## config.mk

```make
export PLATFORM = sky130hd
export DESIGN_NAME = pid_prerun_sleep_sequencer
export DESIGN_NICKNAME = d
export VERILOG_FILES = /design/src/rtl/pid_seq_pkg.sv /design/src/rtl/interval_timer.sv /design/src/rtl/pid_prerun_sleep_sequencer.sv
export SDC_FILE = /design/constraint.sdc
export NUM_CORES = 1
export LEC_CHECK = 0
export ABC_AREA = 1
export CAP_MARGIN = 20
export CORE_MARGIN = 2
export CORE_UTILIZATION = 60
export DETAILED_ROUTE_END_ITERATION = 6
export DONT_BUFFER_PORTS = 1
export PLACE_DENSITY = 0.83
export SLEW_MARGIN = 20
export SYNTH_ARGS = -nofsm -noshare
export SYNTH_HDL_FRONTEND = slang
export SYNTH_SLANG_ARGS = --single-unit
```

## constraint.sdc

```tcl
create_clock -name clk_sys -period 21.4 [get_ports clk_sys]
set_input_delay 3.21 -clock clk_sys [delete_from_list [all_inputs] [get_ports clk_sys]]
set_output_delay 3.21 -clock clk_sys [all_outputs]
set_load 0.02 [all_outputs]
```

## src/rtl/pid_seq_pkg.sv

```systemverilog
package pid_seq_pkg;
    // Data widths
    localparam int PCT_W  = 16;          // Percent in 0.01 % steps
    localparam int FREQ_W = 16;          // Frequency in 0.01 Hz steps
    localparam int TIME_W = 16;          // Delay settings in 0.1 s steps
    localparam int TICK_W = 21;          // Prescaler width

    // One percent scale: 100 % reads as this value
    localparam logic [PCT_W-1:0] PCT_FULL = 16'h2710;

    // Time base of the delay settings
    localparam int CLK_HZ          = 20000000;
    localparam int TIME_UNIT_MS    = 100;
    localparam int TICK_CYCLES     = CLK_HZ / 1000 * TIME_UNIT_MS;

    // Wake comparison codes
    localparam logic [1:0] WAKE_BELOW  = 2'h0;
    localparam logic [1:0] WAKE_ABOVE  = 2'h1;
    localparam logic [1:0] WAKE_BEYOND = 2'h2;

    // Frequency source selection codes
    localparam logic [1:0] SRC_NONE   = 2'h0;
    localparam logic [1:0] SRC_PRERUN = 2'h1;
    localparam logic [1:0] SRC_PID    = 2'h2;
    localparam logic [1:0] SRC_OPEN   = 2'h3;

    // Sequencer states, one-hot
    typedef enum logic [5:0] {
        ST_IDLE   = 6'h01,
        ST_PRERUN = 6'h02,
        ST_PID    = 6'h04,
        ST_SLEEP  = 6'h08,
        ST_OPEN   = 6'h10,
        ST_TRIP   = 6'h20
    } seq_state_t;
endpackage

```

## src/rtl/interval_timer.sv

```systemverilog
// Counts whole time units while a condition holds; restarts when broken
module interval_timer (
    input  wire logic                           clk_sys,   // System clock
    input  wire logic                           reset_n,   // Sync reset
    input  wire logic                           clk_en,    // Freeze when low
    input  wire logic                           tick,      // Time unit pulse
    input  wire logic                           cond,      // Qualifying level
    input  wire logic [pid_seq_pkg::TIME_W-1:0] limit,     // Units to wait
    output logic                                expired    // Held interval
);
    typedef struct packed {
        logic [pid_seq_pkg::TIME_W-1:0] count;  // Elapsed units
        logic                           done;   // Interval complete
    } tmr_t;

    tmr_t st_reg;   // Registered state
    tmr_t st_next;  // Next state

    // Count up while held; any break clears the count
    always_comb begin
        st_next = st_reg;
        if (!cond) begin
            st_next.count = '0;
            st_next.done  = 1'b0;
        end else if (st_reg.count >= limit) begin
            st_next.done = 1'b1;
        end else if (tick) begin
            st_next.count = st_reg.count + 1'b1;
        end
    end

    // State register
    always_ff @(posedge clk_sys) begin
        if (!reset_n) begin
            st_reg <= '0;
        end else if (clk_en) begin
            st_reg <= st_next;
        end
    end

    assign expired = st_reg.done;
endmodule

```

## src/rtl/pid_prerun_sleep_sequencer.sv

```systemverilog
// Overview of operation
// - Run command with prerun: hold fixed open-loop frequency
// - Feedback above exit level hands over to PID
// - Feedback low for whole timeout: trip, stop
// - Frequency below sleep level for delay: sleep
// - Sleep stops output; frequency, delay set separately
// - Mode 0: wake when feedback below level
// - Mode 1: wake when feedback above level
// - Mode 2: wake when reference-feedback gap exceeds level
// - Bypass terminal on: stop PID, run open-loop
// - Bypass terminal off: restart PID operation
// - Open-loop percent converts to frequency, 100% maximum
module pid_prerun_sleep_sequencer (
    input  wire logic                           clk_sys,             // Clock
    input  wire logic                           reset_n,             // Reset
    input  wire logic                           clk_en,              // Enable
    input  wire logic                           run_cmd,             // Run
    input  wire logic                           fault_clear,         // Reset trip
    input  wire logic                           prerun_enable,       // Use prerun
    input  wire logic [pid_seq_pkg::FREQ_W-1:0] prerun_frequency,    // Prerun Hz
    input  wire logic [pid_seq_pkg::PCT_W-1:0]  prerun_exit_level,   // Exit %
    input  wire logic [pid_seq_pkg::TIME_W-1:0] prerun_fail_timeout, // Units
    input  wire logic [pid_seq_pkg::TIME_W-1:0] sleep_delay_time,    // Units
    input  wire logic [pid_seq_pkg::FREQ_W-1:0] sleep_frequency,     // Sleep Hz
    input  wire logic [pid_seq_pkg::PCT_W-1:0]  wake_level,          // Wake %
    input  wire logic [1:0]                     wake_compare_mode,   // 0..2
    input  wire logic [pid_seq_pkg::FREQ_W-1:0] maximum_frequency,   // 100 %
    input  wire logic [pid_seq_pkg::PCT_W-1:0]  pid_reference,       // Ref %
    input  wire logic [pid_seq_pkg::PCT_W-1:0]  pid_feedback,        // Fbk %
    input  wire logic [pid_seq_pkg::FREQ_W-1:0] output_frequency,    // Now Hz
    input  wire logic                           loop_bypass_request, // Pin
    output logic [1:0]                          freq_source,         // Select
    output logic [pid_seq_pkg::FREQ_W-1:0]      open_loop_freq,      // Hz
    output logic                                output_running,      // Drive on
    output logic                                sleeping,            // Asleep
    output logic                                prerun_trip          // Fault
);
    typedef struct packed {
        pid_seq_pkg::seq_state_t         state;     // Sequencer state
        logic [pid_seq_pkg::TICK_W-1:0]  prescale;  // Time unit divider
        logic                            tick;      // Time unit pulse
        logic                            pin_meta;  // Sync stage one
        logic                            pin_sync;  // Sync stage two
        logic [1:0]                      src;       // Frequency source
        logic [pid_seq_pkg::FREQ_W-1:0]  olf;       // Open-loop frequency
        logic                            run;       // Output running
        logic                            slp;       // Asleep
        logic                            trip;      // Trip flag
    } seq_t;

    seq_t st_reg;   // Registered state
    seq_t st_next;  // Next state

    logic prerun_low;     // Feedback not yet above exit level
    logic freq_low;       // Output below sleep frequency
    logic prerun_expired; // Prerun timeout reached
    logic sleep_expired;  // Sleep delay reached
    logic wake_now;       // Wake condition met

    // Percent to frequency, 100 % equals the maximum frequency
    function automatic logic [pid_seq_pkg::FREQ_W-1:0] pct_to_freq(
        input logic [pid_seq_pkg::PCT_W-1:0]  pct,
        input logic [pid_seq_pkg::FREQ_W-1:0] fmax
    );
        logic [31:0] prod;
        prod = 32'(pct) * 32'(fmax);
        return pid_seq_pkg::FREQ_W'(prod / 32'(pid_seq_pkg::PCT_FULL));
    endfunction

    // Absolute difference of two percentages
    function automatic logic [pid_seq_pkg::PCT_W-1:0] abs_diff(
        input logic [pid_seq_pkg::PCT_W-1:0] a,
        input logic [pid_seq_pkg::PCT_W-1:0] b
    );
        return (a > b) ? (a - b) : (b - a);
    endfunction

    // Only feedback at or below the exit level keeps the timeout running
    assign prerun_low = (pid_feedback <= prerun_exit_level);
    assign freq_low   = (output_frequency < sleep_frequency);

    // Wake comparison per selected mode; unused code never wakes
    always_comb begin
        unique case (wake_compare_mode)
            pid_seq_pkg::WAKE_BELOW:
                wake_now = (pid_feedback < wake_level);
            pid_seq_pkg::WAKE_ABOVE:
                wake_now = (pid_feedback > wake_level);
            pid_seq_pkg::WAKE_BEYOND:
                wake_now = (abs_diff(pid_reference, pid_feedback)
                            > wake_level);
            default:
                wake_now = 1'b0;
        endcase
    end

    // Prerun failure timer, runs only in prerun state
    interval_timer u_prerun_timer (
        .clk_sys (clk_sys),
        .reset_n (reset_n),
        .clk_en  (clk_en),
        .tick    (st_reg.tick),
        .cond    (prerun_low &&
                  st_reg.state == pid_seq_pkg::ST_PRERUN),
        .limit   (prerun_fail_timeout),
        .expired (prerun_expired)
    );

    // Sleep delay timer, runs only during PID operation
    interval_timer u_sleep_timer (
        .clk_sys (clk_sys),
        .reset_n (reset_n),
        .clk_en  (clk_en),
        .tick    (st_reg.tick),
        .cond    (freq_low && st_reg.state == pid_seq_pkg::ST_PID),
        .limit   (sleep_delay_time),
        .expired (sleep_expired)
    );

    // Sequencer next state and outputs
    always_comb begin
        st_next = st_reg;

        // Bypass pin comes from outside; two stages before use
        st_next.pin_meta = loop_bypass_request;
        st_next.pin_sync = st_reg.pin_meta;

        // Time unit prescaler
        st_next.tick = 1'b0;
        if (st_reg.prescale ==
            pid_seq_pkg::TICK_W'(pid_seq_pkg::TICK_CYCLES - 1)) begin
            st_next.prescale = '0;
            st_next.tick     = 1'b1;
        end else begin
            st_next.prescale = st_reg.prescale + 1'b1;
        end

        unique case (st_reg.state)
            pid_seq_pkg::ST_IDLE: begin
                if (run_cmd) begin
                    if (st_reg.pin_sync) begin
                        st_next.state = pid_seq_pkg::ST_OPEN;
                    end else if (prerun_enable) begin
                        st_next.state = pid_seq_pkg::ST_PRERUN;
                    end else begin
                        st_next.state = pid_seq_pkg::ST_PID;
                    end
                end
            end
            pid_seq_pkg::ST_PRERUN: begin
                if (!run_cmd) begin
                    st_next.state = pid_seq_pkg::ST_IDLE;
                end else if (st_reg.pin_sync) begin
                    st_next.state = pid_seq_pkg::ST_OPEN;
                end else if (!prerun_low) begin
                    st_next.state = pid_seq_pkg::ST_PID;
                end else if (prerun_expired) begin
                    st_next.state = pid_seq_pkg::ST_TRIP;
                end
            end
            pid_seq_pkg::ST_PID: begin
                if (!run_cmd) begin
                    st_next.state = pid_seq_pkg::ST_IDLE;
                end else if (st_reg.pin_sync) begin
                    st_next.state = pid_seq_pkg::ST_OPEN;
                end else if (sleep_expired) begin
                    st_next.state = pid_seq_pkg::ST_SLEEP;
                end
            end
            pid_seq_pkg::ST_SLEEP: begin
                if (!run_cmd) begin
                    st_next.state = pid_seq_pkg::ST_IDLE;
                end else if (st_reg.pin_sync) begin
                    st_next.state = pid_seq_pkg::ST_OPEN;
                end else if (wake_now) begin
                    st_next.state = pid_seq_pkg::ST_PID;
                end
            end
            pid_seq_pkg::ST_OPEN: begin
                if (!run_cmd) begin
                    st_next.state = pid_seq_pkg::ST_IDLE;
                end else if (!st_reg.pin_sync) begin
                    st_next.state = pid_seq_pkg::ST_PID;
                end
            end
            pid_seq_pkg::ST_TRIP: begin
                // Trip holds until cleared with run removed
                if (fault_clear && !run_cmd) begin
                    st_next.state = pid_seq_pkg::ST_IDLE;
                end
            end
            default: begin
                st_next.state = pid_seq_pkg::ST_IDLE;
            end
        endcase

        // Outputs registered from the next state
        st_next.run  = 1'b0;
        st_next.slp  = 1'b0;
        st_next.trip = 1'b0;
        st_next.src  = pid_seq_pkg::SRC_NONE;
        st_next.olf  = '0;
        unique case (st_next.state)
            pid_seq_pkg::ST_PRERUN: begin
                // Fixed frequency, PID output ignored
                st_next.run = 1'b1;
                st_next.src = pid_seq_pkg::SRC_PRERUN;
                st_next.olf = prerun_frequency;
            end
            pid_seq_pkg::ST_PID: begin
                st_next.run = 1'b1;
                st_next.src = pid_seq_pkg::SRC_PID;
            end
            pid_seq_pkg::ST_SLEEP: begin
                st_next.slp = 1'b1;
            end
            pid_seq_pkg::ST_OPEN: begin
                // Reference taken as percent of maximum frequency
                st_next.run = 1'b1;
                st_next.src = pid_seq_pkg::SRC_OPEN;
                st_next.olf = pct_to_freq(pid_reference,
                                          maximum_frequency);
            end
            pid_seq_pkg::ST_TRIP: begin
                st_next.trip = 1'b1;
            end
            default: begin
                st_next.run = 1'b0;
            end
        endcase
    end

    // State register
    always_ff @(posedge clk_sys) begin
        if (!reset_n) begin
            st_reg       <= '0;
            st_reg.state <= pid_seq_pkg::ST_IDLE;
        end else if (clk_en) begin
            st_reg <= st_next;
        end
    end

    assign freq_source    = st_reg.src;
    assign open_loop_freq = st_reg.olf;
    assign output_running = st_reg.run;
    assign sleeping       = st_reg.slp;
    assign prerun_trip    = st_reg.trip;
endmodule

```

==> reports/qor.yml <==
worst_setup_path:
  cp_common_cell: "nand2_2"
  cp_top_family: "simple AND/OR/NAND/NOR gates"
  cp_data_required_time_ps: 21680
  reg2reg_from: "u_sleep_timer.st_reg[1]"
  worstSetupEndpointType: "flip-flop"
  reg2regPathDepth: 30
  startpoint_type: "primary input"
  critPathSlowestCell: "fa_1"
  worst-path-buf-inv: 22
  max_stage_delay_ps: 540
  regToRegSetupSlack_ps: 16260
  r2r_end: "u_sleep_timer.st_reg[16]"
  path_max_fanout: 18
  arrival_ps: 20840
  critPathKind: "primary input to flip-flop"
synthesis:
  synthDistinctLibCells: 77
  yosysTopAreaCell: "fa_1"
  synth_flop_cell: "dfxtp_1"
  syn_inst: 3790
  synth_nets: 4388
  postSynthAreaPerCell_um2: 6.61
  yosys_warnings: 0
  synth_seq_cells: 85
  async_flop_share_pct: 0
  seq_area_frac_synth_pct: 6.79
  synthDominantCellAreaShare_pct: 15.7
  synth_edf_count: 0
  synthTopCellsByArea: "fa_1 (16%), nand2_1 (14%), inv_1 (12%)"
  netlist_area_um2: 25000
finish:
  fillers: 3434
  largest_reg_flops: 29
  final_area_um2: 26800
  antennaDiodeCount: 0
  area_growth_syn_to_layout_pct: 7.20
  final_cell_mix: "nand2_1 (926), inv_1 (792), ha_1 (226), fa_1 (196), nand3_1 (193)"
  drive_gt1_share_pct: 17.1
  nets: 4372
  final_common_cell: "nand2_1"
cts:
  cts_tree: "built"
  cts_made_buffers: 9
  clk_pin_slew_ps: 70
  cts_sinks: 85
  root_buffer: "clkbuf_16"
  cts_hold_buf: 0
  cts_buffer_depth: 2
  cts_max_level: 3
  worst_skew_pair.late_latency_ps: 350
detailed_routing:
  drt-total-wl_um: 61200
  drt_iter0_drc: 1550
  wire_per_inst_um: 14.2
  drc_errors: 0
  dr.pass1.iters: 6
  vias_per_cell: 5.39
  vias: 23236
  ant_nets: 0
floorplanning:
  fp.dieW_um: 208
  core_um2: 41000
  initial_core_util_pct: 61.1
  fp.dieArea_um2: 43400
  fp.dieH_um: 208
  pin_count: 190
  core.rowCount: 74
status:
  status: "finished clean"
worst_hold_path:
  hp-start: "st_reg[31]"
  hold_end: "st_reg[31]"
  hold_class: "flip-flop to flip-flop"
  hold_depth: 2
placement:
  dpl_cell_area_um2: 25100
  port_buffers: 0
  gp_congestion: 0.934
  hpwl_um: 47300
global_route:
  grt.overflow.total: 0
  grt_pass1_vias: 21876
  grt_pass1_wl_um: 99500
  grt_max_degree: 38
  track_usage_pct: 26.7
  antenna_found_initial: 1
sta:
  fmax_mhz: 48.6
  slew_violations: 0
  relSlewSlack_pct: 39.1
  worst_pin_slew_ps: 907
  clock_skew_ps: 9.41
  fin_crit_ps: 20560
  period_share_pct: 96.1
  finalSetupViolCount: 0
  hold_viol_final: 0
job:
  drv_cap: 0
layer usage:
metal	vias up	global-route usage, %	share of wire (%)
met4	2	6.95	2.6
li1	11600	-	-
met5	-	0	0.021
met3	147	2.51	6.1
met1	10750	34.9	43
met2	737	47.4	49
kinds of logic after synthesis:
group,count (synthesis),synth area share (%)
AO/OA/AOI/OAI,363,8.73
XOR/XNOR,93,3.34
adder cells (fa/ha/maj),429,27.3
buffers and inverters,971,15.6
flip-flops,85,6.79
AND/OR/NAND/NOR,1849,38.2
what timing repair did:
item | 4_1_cts | 5_1_grt
endpoints found under the setup margin | 1 | 4
pin swaps | 0 | 64
buffers inserted | 0 | 68
resized for setup | 2 | 154
gates cloned | 0 | 11
final cells by class:
cell class	count	area (um2)	share of cell area (%)
Inverter	860	3310	12.3
Tap cell	532	666	2.48
Sequential cell	85	1700	6.34
Clock inverter	7	76.3	0.284
Clock buffer	9	225	0.839
Multi-Input combinational cell	2744	20200	75.3
Timing Repair Buffer	73	636	2.37
Timing Repair inverter	1	5.00	0.0186
Yosys cell counts (all sizes together) (11+ instances only):
cell    number
o21ai      116
nand3b      12
o21a        13
nor2       247
nand3      250
clkinv      12
xnor2       25
nand2     1208
buf         30
dfxtp       85
fa         196
a21oi      166
inv        846
clkbuf      80
xor2        68
nor3        45
nor3b       11
ha         233
nand4       57
worst max path at each step:
stage | depth (start not counted) | slack, ps | from | end
finish | 134 | 840 | pid_reference[6] | open_loop_freq[0]
global route | 141 | -360 | pid_reference[10] | open_loop_freq[0]
CTS | 129 | 90 | maximum_frequency[3] | open_loop_freq[0]
detailed placement | 128 | -370 | maximum_frequency[3] | open_loop_freq[0]
global placement | 134 | 120 | maximum_frequency[3] | open_loop_freq[0]
floorplan | 132 | 1590 | pid_reference[10] | open_loop_freq[0]
worst reg2reg max path, delay by kind of cell, from the launching register on:
| family | cells | cell delay (ps) |
|---|---|---|
| compound gates | 12 | 1920 |
| fa+ha+maj | 1 | 270 |
| flops | 1 | 340 |
| simple gates | 14 | 2360 |
| buf+inv | 3 | 210 |
metrics by stage:
| step | util [%] | worst slack (ps) | TNS [ps] | hold WS, ps | cells |
|---|---|---|---|---|---|
| after floorplan | - | 1590 | 0 | 446 | 3790 |
| after global placement | 61.3 | 120 | 0 | 465 | 4216 |
| after detailed placement | 61.3 | -372 | -462 | 473 | 4216 |
| after CTS | 62.1 | 91.8 | 0 | 483 | 4232 |
| after global routing | 65.5 | -359 | -508 | 506 | 4311 |
| final | 65.5 | 839 | 0 | 482 | 4311 |
Power is left out: the tool's default activity adds up to more than one toggle a clock period on the data nets, which glitch-free logic cannot reach.
